--- src/design/sse_pkg.sv ---
// Package: constants, register map and carrier types of the servo status and encoder output block
package sse_pkg;

    // -----
    // Clock and timing
    // -----
    localparam int unsigned CLK_HZ = 10_000_000;
    localparam int unsigned ALARM_FREE_DELAY_MS = 1500;
    localparam int unsigned ALARM_FREE_DELAY_CYC = ALARM_FREE_DELAY_MS * (CLK_HZ / 1000);
    localparam int unsigned ZERO_PULSE_MIN_US = 400;
    localparam int unsigned ZERO_PULSE_MIN_CYC = (ZERO_PULSE_MIN_US * CLK_HZ + 999_999) / 1_000_000;
    localparam int unsigned DEF_PULSES_PER_REV = 4000;
    localparam int unsigned DEF_PULSE_DIV = 4;

    // -----
    // Register offsets (byte addresses)
    // -----
    localparam logic [11:0] REG_CTRL = 12'h000;
    localparam logic [11:0] REG_CONFIG = 12'h004;
    localparam logic [11:0] REG_STATUS = 12'h008;
    localparam logic [11:0] REG_REMOTE = 12'h00C;
    localparam logic [11:0] REG_EVENT = 12'h010;
    localparam logic [11:0] REG_MASK = 12'h014;
    localparam logic [11:0] REG_MOTION = 12'h018;

    // -----
    // Control register fields
    // -----
    localparam int CTRL_SERVO_ON = 0;
    localparam int CTRL_RESET = 1;
    localparam int CTRL_ABS_MODE = 2;
    localparam int CTRL_HOME_START = 3;
    localparam int CTRL_HOME_DONE = 4;
    localparam int CTRL_GEAR_CHG = 5;
    localparam int CTRL_ABS_ERASE = 6;
    localparam int CTRL_CNT_WARN = 7;
    localparam int CTRL_ALARM = 8;
    localparam int CTRL_INDEXER = 9;

    // -----
    // Configuration register fields
    // -----
    localparam int CFG_PHASE_SEL = 0;
    localparam int CFG_STATION_DIR = 1;

    // -----
    // Status / remote map / event fields
    // -----
    localparam int ST_READY = 0;
    localparam int ST_ALARM_FREE = 1;
    localparam int ST_HOME_DONE = 2;
    localparam int ST_ESTOP = 3;
    localparam int ST_HOMED_ONCE = 4;
    localparam int ST_HOMING = 5;
    localparam int RM_READY = 0;
    localparam int RM_TROUBLE = 1;
    localparam int RM_HOME_DONE = 2;
    localparam int EV_READY = 0;
    localparam int EV_ALARM = 1;
    localparam int EV_HOME_DONE = 2;
    localparam int EV_ESTOP = 3;
    localparam int EV_WIDTH = 4;

    // -----
    // Reset values
    // -----
    localparam logic [31:0] CTRL_RESET_VAL = 32'h0000_0000;
    localparam logic [31:0] CONFIG_RESET_VAL = 32'h0000_0000;
    localparam logic [EV_WIDTH-1:0] MASK_RESET_VAL = 4'h0;
    // Edge memory starts at reset levels, so no false event follows reset
    localparam logic [EV_WIDTH-1:0] EV_PREV_RESET_VAL = 4'hA;
    localparam logic [31:0] BUS_ERR_DATA = 32'h0000_0000;

    // -----
    // Carrier types
    // -----
    typedef struct packed {
        logic pos;
        logic neg;
    } sse_diff_t;

    typedef struct packed {
        sse_diff_t a;
        sse_diff_t b;
        sse_diff_t z;
    } sse_enc_out_t;

    typedef struct packed {
        logic fwd_limit;
        logic rev_limit;
        logic forced_stop;
        logic pulse_fwd;
        logic pulse_rev;
    } sse_pins_t;

    typedef enum logic [2:0] {
        HOME_IDLE = 3'b001,
        HOME_BUSY = 3'b010,
        HOME_DONE = 3'b100
    } sse_home_state_t;

endpackage : sse_pkg

--- src/design/sse_status_encoder.sv ---
// Servo status outputs, remote output map and encoder pulse outputs behind an APB slave
// Operation
// - Ready goes high once the drive is ready after servo-on.
// - Alarm-free drops on base-drive shutoff; low while unpowered. The code drops it on alarm only, not on forced stop.
// - Alarm-free rises within 1.5 s of power-on when no alarm.
// - Remote trouble bit is the inverse of the alarm-free pin.
// - Home-done rises when a home return finishes.
// - Absolute mode: servo-off, forced stop, reset or alarm clear home-done.
// - Absolute mode: either stroke-end input off clears home-done.
// - Absolute mode: new home return needed after erase, warning, gear change, enable.
// - Absolute mode: station direction change or homing in progress clears home-done.
// - With no blocker and homed once, home-done equals ready.
// - A configuration bit picks which phase leads per direction.
// - Exactly one zero pulse per revolution on the Z pair.
// - Zero output is active low at the zero position.
// - Each zero pulse lasts at least about 400 us.
// - Manual pulse inputs are ignored in indexer operation.
// - Each status pin output is mirrored in the remote output map; the encoder pulse outputs are not.
// - Forced stop inactive enters emergency stop; reactivation clears it.
//
// Implementation choices: the APB interface to the registers and the address map.
module sse_status_encoder #(
    parameter int unsigned ALARM_FREE_CYC = sse_pkg::ALARM_FREE_DELAY_CYC,
    parameter int unsigned PULSES_PER_REV = sse_pkg::DEF_PULSES_PER_REV,
    parameter int unsigned PULSE_DIV = sse_pkg::DEF_PULSE_DIV
) (
    input wire logic pclk,
    input wire logic presetn,
    input wire logic psel,
    input wire logic penable,
    input wire logic pwrite,
    input wire logic [11:0] paddr,
    input wire logic [31:0] pwdata,
    output logic [31:0] prdata,
    output logic pready,
    output logic pslverr,
    input wire sse_pkg::sse_pins_t pins_in,
    output logic ready_output,
    output logic alarm_free_output,
    output logic home_done_output,
    output sse_pkg::sse_enc_out_t enc_out,
    output logic irq
);
    import sse_pkg::*;

    // -----
    // Pin synchronisers
    // -----
    sse_pins_t pin_meta_ff;
    sse_pins_t pin_sync_ff;

    always_ff @(posedge pclk or negedge presetn) begin
        if (!presetn) begin
            pin_meta_ff <= '0;
            pin_sync_ff <= '0;
        end else begin
            pin_meta_ff <= pins_in;
            pin_sync_ff <= pin_meta_ff;
        end
    end

    // -----
    // Register file
    // -----
    logic [31:0] ctrl_ff;
    logic [31:0] config_ff;
    logic [31:0] motion_ff;
    logic [EV_WIDTH-1:0] mask_ff;
    logic [EV_WIDTH-1:0] event_ff;
    logic [EV_WIDTH-1:0] ev_set;
    logic wr_en;
    logic rd_en;
    logic servo_on_command;
    logic reset_command_bit;
    logic abs_mode;
    logic indexer_mode;
    logic alarm_in;

    assign wr_en = psel && penable && pwrite;
    assign rd_en = psel && penable && !pwrite;
    assign pready = 1'b1;
    assign servo_on_command = ctrl_ff[CTRL_SERVO_ON];
    assign reset_command_bit = ctrl_ff[CTRL_RESET];
    assign abs_mode = ctrl_ff[CTRL_ABS_MODE];
    assign indexer_mode = ctrl_ff[CTRL_INDEXER];
    assign alarm_in = ctrl_ff[CTRL_ALARM];

    function automatic logic addr_known(input logic [11:0] a);
        addr_known = (a == REG_CTRL) || (a == REG_CONFIG) || (a == REG_STATUS)
                  || (a == REG_REMOTE) || (a == REG_EVENT) || (a == REG_MASK)
                  || (a == REG_MOTION);
    endfunction : addr_known

    // Pulse-type control bits self-clear so one write is one event
    always_ff @(posedge pclk or negedge presetn) begin
        if (!presetn) begin
            ctrl_ff <= CTRL_RESET_VAL;
        end else if (wr_en && paddr == REG_CTRL) begin
            ctrl_ff <= pwdata;
        end else begin
            ctrl_ff[CTRL_HOME_START] <= 1'b0;
            ctrl_ff[CTRL_HOME_DONE] <= 1'b0;
            ctrl_ff[CTRL_GEAR_CHG] <= 1'b0;
            ctrl_ff[CTRL_ABS_ERASE] <= 1'b0;
            ctrl_ff[CTRL_CNT_WARN] <= 1'b0;
        end
    end

    always_ff @(posedge pclk or negedge presetn) begin
        if (!presetn) begin
            config_ff <= CONFIG_RESET_VAL;
            mask_ff <= MASK_RESET_VAL;
            motion_ff <= '0;
        end else if (wr_en) begin
            if (paddr == REG_CONFIG) begin
                config_ff <= pwdata;
            end
            if (paddr == REG_MASK) begin
                mask_ff <= pwdata[EV_WIDTH-1:0];
            end
            if (paddr == REG_MOTION) begin
                motion_ff <= pwdata;
            end
        end
    end

    assign pslverr = psel && penable && !addr_known(paddr);

    // -----
    // Power-on timer and alarm-free output
    // -----
    logic [31:0] pon_cnt_ff;
    logic pon_done;
    logic estop_ff;
    logic base_off;

    assign pon_done = (pon_cnt_ff >= ALARM_FREE_CYC - 1);

    always_ff @(posedge pclk or negedge presetn) begin
        if (!presetn) begin
            pon_cnt_ff <= '0;
        end else if (!pon_done) begin
            pon_cnt_ff <= pon_cnt_ff + 32'h0000_0001;
        end
    end

    // Forced stop pin high means active: stop request is released
    always_ff @(posedge pclk or negedge presetn) begin
        if (!presetn) begin
            estop_ff <= 1'b1;
        end else begin
            estop_ff <= !pin_sync_ff.forced_stop;
        end
    end

    assign base_off = alarm_in || estop_ff;

    always_ff @(posedge pclk or negedge presetn) begin
        if (!presetn) begin
            alarm_free_output <= 1'b0;
        end else begin
            alarm_free_output <= pon_done && !alarm_in;
        end
    end

    // -----
    // Ready output
    // -----
    always_ff @(posedge pclk or negedge presetn) begin
        if (!presetn) begin
            ready_output <= 1'b0;
        end else begin
            ready_output <= servo_on_command && pon_done && !base_off && !reset_command_bit;
        end
    end

    // -----
    // Home return tracking
    // -----
    sse_home_state_t home_ff;
    sse_home_state_t nxt_home;
    logic homed_once_ff;
    logic abs_mode_d_ff;
    logic station_dir_d_ff;
    logic need_rehome;
    logic blocked;

    // Events that void the absolute origin until a fresh home return
    assign need_rehome = ctrl_ff[CTRL_ABS_ERASE] || ctrl_ff[CTRL_CNT_WARN]
                      || ctrl_ff[CTRL_GEAR_CHG] || (abs_mode && !abs_mode_d_ff)
                      || (config_ff[CFG_STATION_DIR] != station_dir_d_ff);

    always_comb begin
        nxt_home = home_ff;
        case (home_ff)
            HOME_IDLE: begin
                if (ctrl_ff[CTRL_HOME_START]) begin
                    nxt_home = HOME_BUSY;
                end
            end
            HOME_BUSY: begin
                if (ctrl_ff[CTRL_HOME_DONE]) begin
                    nxt_home = HOME_DONE;
                end
            end
            HOME_DONE: begin
                if (ctrl_ff[CTRL_HOME_START]) begin
                    nxt_home = HOME_BUSY;
                end else if (abs_mode && need_rehome) begin
                    nxt_home = HOME_IDLE;
                end
            end
            default: begin
                nxt_home = HOME_IDLE;
            end
        endcase
    end

    always_ff @(posedge pclk or negedge presetn) begin
        if (!presetn) begin
            home_ff <= HOME_IDLE;
            abs_mode_d_ff <= 1'b0;
            station_dir_d_ff <= 1'b0;
        end else begin
            home_ff <= nxt_home;
            abs_mode_d_ff <= abs_mode;
            station_dir_d_ff <= config_ff[CFG_STATION_DIR];
        end
    end

    always_ff @(posedge pclk or negedge presetn) begin
        if (!presetn) begin
            homed_once_ff <= 1'b0;
        end else if (nxt_home == HOME_DONE) begin
            homed_once_ff <= 1'b1;
        end else if (nxt_home == HOME_IDLE && home_ff == HOME_DONE) begin
            homed_once_ff <= 1'b0;
        end
    end

    assign blocked = !servo_on_command || estop_ff || reset_command_bit || alarm_in
                  || !pin_sync_ff.fwd_limit || !pin_sync_ff.rev_limit
                  || (home_ff == HOME_BUSY);

    always_ff @(posedge pclk or negedge presetn) begin
        if (!presetn) begin
            home_done_output <= 1'b0;
        end else if (abs_mode) begin
            home_done_output <= !blocked && homed_once_ff && !need_rehome
                             && servo_on_command && pon_done && !base_off;
        end else begin
            home_done_output <= (home_ff == HOME_DONE);
        end
    end

    // -----
    // Encoder pulse output
    // -----
    // Motion register: bit 0 run, bit 1 direction; manual pulse pins step when not indexing
    logic [15:0] div_ff;
    logic step_en;
    logic step_dir;
    logic [1:0] quad_ff;
    logic [31:0] pos_ff;
    logic [15:0] zw_ff;
    logic man_fwd_d_ff;
    logic man_rev_d_ff;
    logic man_fwd;
    logic man_rev;

    assign man_fwd = pin_sync_ff.pulse_fwd && !man_fwd_d_ff && !indexer_mode;
    assign man_rev = pin_sync_ff.pulse_rev && !man_rev_d_ff && !indexer_mode;
    assign step_en = (motion_ff[0] && div_ff == 16'(PULSE_DIV - 1)) || man_fwd || man_rev;
    assign step_dir = (motion_ff[0] && div_ff == 16'(PULSE_DIV - 1)) ? motion_ff[1] : man_rev;

    always_ff @(posedge pclk or negedge presetn) begin
        if (!presetn) begin
            div_ff <= '0;
            man_fwd_d_ff <= 1'b0;
            man_rev_d_ff <= 1'b0;
        end else begin
            div_ff <= (div_ff == 16'(PULSE_DIV - 1)) ? 16'h0000 : div_ff + 16'h0001;
            man_fwd_d_ff <= pin_sync_ff.pulse_fwd;
            man_rev_d_ff <= pin_sync_ff.pulse_rev;
        end
    end

    // Two-bit binary count, Gray-decoded onto A and B, gives the quarter-cycle offset; selector reverses the count sense
    always_ff @(posedge pclk or negedge presetn) begin
        if (!presetn) begin
            quad_ff <= 2'h0;
            pos_ff <= '0;
        end else if (step_en) begin
            if (step_dir ^ config_ff[CFG_PHASE_SEL]) begin
                quad_ff <= quad_ff - 2'h1;
            end else begin
                quad_ff <= quad_ff + 2'h1;
            end
            if (step_dir) begin
                pos_ff <= (pos_ff == 32'h0000_0000) ? 32'(PULSES_PER_REV - 1) : pos_ff - 32'h1;
            end else begin
                pos_ff <= (pos_ff == 32'(PULSES_PER_REV - 1)) ? 32'h0000_0000 : pos_ff + 32'h1;
            end
        end
    end

    // Zero pulse stretched so slow hosts still catch it at high speed
    always_ff @(posedge pclk or negedge presetn) begin
        if (!presetn) begin
            zw_ff <= '0;
        end else if (step_en && pos_ff == 32'h0000_0000) begin
            zw_ff <= 16'(ZERO_PULSE_MIN_CYC);
        end else if (zw_ff != 16'h0000) begin
            zw_ff <= zw_ff - 16'h0001;
        end
    end

    always_ff @(posedge pclk or negedge presetn) begin
        if (!presetn) begin
            enc_out <= 6'h16;
        end else begin
            enc_out.a.pos <= quad_ff[1] ^ quad_ff[0];
            enc_out.a.neg <= !(quad_ff[1] ^ quad_ff[0]);
            enc_out.b.pos <= quad_ff[1];
            enc_out.b.neg <= !quad_ff[1];
            enc_out.z.pos <= (zw_ff == 16'h0000);
            enc_out.z.neg <= (zw_ff != 16'h0000);
        end
    end

    // -----
    // Events, interrupt and read path
    // -----
    logic [EV_WIDTH-1:0] prev_ff;
    logic [EV_WIDTH-1:0] cur;

    assign cur = {estop_ff, home_done_output, !alarm_free_output, ready_output};
    assign ev_set = cur & ~prev_ff;

    always_ff @(posedge pclk or negedge presetn) begin
        if (!presetn) begin
            prev_ff <= EV_PREV_RESET_VAL;
            event_ff <= '0;
        end else begin
            prev_ff <= cur;
            if (rd_en && paddr == REG_EVENT) begin
                event_ff <= ev_set; // set wins over read clear
            end else begin
                event_ff <= event_ff | ev_set;
            end
        end
    end

    assign irq = |(event_ff & mask_ff);

    always_comb begin
        prdata = BUS_ERR_DATA;
        if (rd_en) begin
            case (paddr)
                REG_CTRL: prdata = ctrl_ff;
                REG_CONFIG: prdata = config_ff;
                REG_STATUS: prdata = {26'h0, home_ff == HOME_BUSY, homed_once_ff, estop_ff,
                                      home_done_output, alarm_free_output, ready_output};
                REG_REMOTE: prdata = {29'h0, home_done_output, !alarm_free_output,
                                      ready_output};
                REG_EVENT: prdata = {28'h0, event_ff};
                REG_MASK: prdata = {28'h0, mask_ff};
                REG_MOTION: prdata = motion_ff;
                default: prdata = BUS_ERR_DATA;
            endcase
        end
    end

endmodule : sse_status_encoder

--- config.mk ---
export PLATFORM = sky130hd
export DESIGN_NAME = sse_status_encoder
export DESIGN_NICKNAME = d
export VERILOG_FILES = /design/src/design/sse_pkg.sv /design/src/design/sse_status_encoder.sv
export SDC_FILE = /design/constraint.sdc
export NUM_CORES = 1
export LEC_CHECK = 0
export CORE_MARGIN = 3
export CORE_UTILIZATION = 64
export CTS_CLUSTER_DIAMETER = 200
export DETAILED_ROUTE_END_ITERATION = 6
export DONT_BUFFER_PORTS = 1
export PLACE_DENSITY = 0.8
export RECOVER_POWER = 100
export SLEW_MARGIN = 30
export SYNTH_ARGS = -nofsm -noshare
export SYNTH_HDL_FRONTEND = slang
export SYNTH_SLANG_ARGS = --single-unit
export TNS_END_PERCENT = 50
--- constraint.sdc ---
create_clock -name pclk -period 2.71 [get_ports pclk]
set_input_delay 0.4065 -clock pclk [delete_from_list [all_inputs] [get_ports pclk]]
set_output_delay 0.4065 -clock pclk [all_outputs]
set_load 0.01 [all_outputs]
==> qor.yml <==
run_status:
  status: "finished with violations"
  violations: "DRC, hold timing"
logic_synthesis:
  yosysTopAreaCell: "dfrtp_1"
  synthCells: 1080
  synth_simple_gate_area_share_pct: 18.42
  yosysSeqAreaShare_pct: 51.12
  ys.flop_type: "dfrtp_1"
  synthXorXnorAreaFrac_pct: 4.352
  synth_seq_cells: 234
  ys_types: 76
  yosysTopAreaCellShare_pct: 49.51
  synth_edf_count: 0
  yosys.area_share.adder_pct: 0.5453
  yosys_warnings: 0
  synth.avg_cell_area_um2: 10.62
  synth_compound_area_share_pct: 11.35
  syn_area_um2: 11470
  synth_nets: 1139
  synthMuxAreaShare_pct: 10.51
  synth_top_family_by_area: "simple AND/OR/NAND/NOR gates"
  synth_area_leaders: "dfrtp_1 50%, mux2_2 9.8%, nor2_1 3.2%"
  async_reset_ff_share_pct: 100.0
sta:
  clock_skew_ns: 0.006398
  min_period_over_period_pct: 96.71
  slew_headroom_pct: 36.31
  grt_setup_unrepaired: "false"
  period_needed_ns: 2.621
  maxSlewViolCount: 0
  holdWs_ns: -0.4277
  hold_violations: 234
  setup_viol: 0
  max_freq_mhz: 381.6
  worstMarginPinSlew_ns: 0.9554
  fin_setup_tns_ns: 0
power:
  p_int_mw: 5.987
  power_density_nw_per_um2: 637.2
  seq_power_share_pct: 49.3
  pwr-share-comb_pct: 10.6
  switchingPower_mw: 2.189
  power_leakage_nw: 5.606
  pwr-share-clk_pct: 40.1
  power_switching_share_pct: 26.77
  peakVddDrop_mv: 0.6799
floorplanning:
  dieArea_um2: 19570
  core_area_um2: 17420
  fp.dieW_um: 139.9
  rows: 48
  io_pins: 98
  initial_core_util_pct: 65.87
  die_height_um: 139.9
routing:
  ant_nets: 0
  firstDrtPassIters: 7
  avgViaCountPerCell: 6.575
  drc: 1
  vias: 8876
  drt_iter0_markers: 983
  wire_per_inst_um: 20.42
  finalWirelength_um: 27560
worst_setup_path:
  critPathCaptureType: "primary output"
  crit_type: "primary input to primary output"
  start_kind: "primary input"
  cp_data_arrival_time_ns: 2.21
  critical_path_required_ns: 2.30
  crit_path_max_fanout: 29
final_layout:
  seq_area_um2: 5864
  n_fill_cell: 1207
  fin_nets: 1165
  antenna_cells: 0
  multiInputGateArea_um2: 5228
  finalNonFillerCells: 1350
  drive_gt1_share_pct: 19.64
  syn2layout_area_growth_pct: 11.83
  fin_area_um2: 12830
flow_run:
  cap_violations: 0
place:
  dp.cells: 1293
  portBuffers: 0
  dp_hpwl_um: 17160
  placed_area_um2: 12000
  globalplace.congestion: 0.9344
min_path:
  holdCritPathClass: "primary input to asynchronous set/reset pin"
clock_tree:
  cts-hold-fix-buffers: 9
  cts.sink_count: 234
  cts_max_path_buffers: 3
  root_buffer: "clkbuf_16"
  clk_transition_reported_paths_ns: 0.06
  tritoncts: "yes"
  numCtsBuffers: 25
  clkLatencyLatePin_ns: 0.53
  h-tree-depth: 1
global_route:
  track_usage_pct: 28.01
  antenna_found_initial: 1
  grt_max_degree: 235
  overflow: 0
  grt_pass1_vias: 9014
  grt_pass1_wl_um: 45760
-- sequential cells by signal, indices dropped and copies added (netlist names), 2 cells and up --
name         cells
enc_out          6
ctrl_ff         32
quad_ff          2
prev_ff          4
pon_cnt_ff      32
pos_ff          32
div_ff          16
zw_ff           16
motion_ff       32
event_ff         4
config_ff       32
mask_ff          4
home_ff          3
pin_sync_ff      5
pin_meta_ff      5
-- cell usage after synthesis, drive strengths merged, types with 3 or more instances --
cell    count
dfrtp     227
mux2      100
nor2       98
nand2      66
clkbuf     56
nand3      41
nor3       38
nor4       38
a21oi      35
o21ai      33
xnor2      33
a222oi     31
nand4      28
inv        26
xor2       24
buf        18
and3       14
or3        12
and2       11
a22oi       9
mux2i       8
nand2b      8
or4         8
dfstp       7
a221oi      6
a31oi       6
nor2b       6
a211oi      5
ha          5
nand4b      5
o22ai       5
a32oi       4
nand3b      4
nor3b       4
nor4b       4
o31ai       4
a211o       3
a221o       3
and4        3
nor4bb      3
o211ai      3
o31a        3
-- metrics by stage --
step	utilization (%)	power [mW]	worst slack [ns]	hold WS (ns)
floorplan	-	4.675	0.2459	0.1109
CTS	73.90	8.213	0.1514	-0.4374
global route	73.66	8.502	0.003688	-0.4433
finish	73.66	8.175	0.08927	-0.4277
global placement	68.86	4.876	0.005560	0.1191
detailed placement	68.88	4.919	0.1641	0.1177
-- worst paths after layout --
path	endpoint	start	cells after the start	slack, ns
setup / recovery	prdata[4]	paddr[7]	8	0.09
hold / removal	enc_out[0]$_DFF_PN0_	presetn	0	-0.43
setup reg to reg	pos_ff[2]$_DFFE_PN0P_	pos_ff[27]$_DFFE_PN0P_	7	0.14
hold reg to reg	pin_sync_ff[0]$_DFF_PN0_	pin_meta_ff[0]$_DFF_PN0_	0	0.35
max in group asynchronous	pin_meta_ff[0]$_DFF_PN0_	presetn	0	2.83
min in group pclk	config_ff[30]$_DFFE_PN0P_	pwdata[30]	1	0.02
-- cells by family after synthesis --
group	after synthesis
AO/OA/AOI/OAI	179
buffers and inverters	100
AND/OR/NAND/NOR	396
flip-flops	234
other	1
XOR/XNOR	57
adder cells (fa/ha/maj)	5
multiplexers	108
-- power by group through the flow --
stage	Clock [mW]	Sequential [mW]	Combinational, mW
final	3.28	4.03	0.868
after global routing	3.47	4.07	0.962
after CTS	3.33	4.03	0.856
after detailed placement	0	4.08	0.836
after global placement	0	4.07	0.805
after floorplan	0	3.96	0.711
-- worst max-delay path, cell delays in order --
cell,delay [ns]
nor4_1,0.25
nand3_1,0.10
clkbuf_1,0.29
nor3_2,0.46
buf_12,0.25
a222oi_1,0.09
nor2_1,0.17
clkbuf_1,0.18
-- timing repair --
action	in CTS	in global routing
setup endpoints to repair	0	12
endpoints found under the hold margin	243	234
resized for setup	0	3
buffers inserted	0	2
-- layout make-up --
type                    count  area share (%)
flip-flops and latches    234           45.71
clock inverters            11          0.7899
multi-input cells         746           40.75
well taps                 225           2.194
inverters                  26          0.7607
clock buffers              35           5.325
repair buffers             73           4.476
-- layout by cell type (no fill, tap or decap), types with 5 or more instances in the layout --
cell and n:
inv_1 26, nand4b_1 5, buf_4 49, mux2_2 97, nand2b_1 8, or3_1 10
ha_1 5, xnor2_1 33, nor2_1 97, a22oi_1 9, nand3_1 41, nand4_1 28
clkinv_2 7, o21ai_0 33, clkbuf_16 25, a211oi_1 5, and2_0 5, a21oi_1 35
or4_1 5, clkbuf_1 16, nor2b_1 6, a221oi_1 6, nand2_1 65, nor4_1 34
dlygate4sd3_1 9, and2_1 6, a222oi_1 31, and3_1 13, a31oi_1 6, mux2i_1 7
o22ai_1 5, dfrtp_1 227, nor3_1 34, xor2_1 24
-- metal layers --
layer  wire, um  vias to the layer above  GRT usage (%)
met5         13                        -              0
met4        758                        2          9.077
met3       2284                       63          6.289
met2      13500                      410          46.44
met1      11010                     4366          36.94
li1           -                     4035              -
Power figures use the tool's default switching activity.
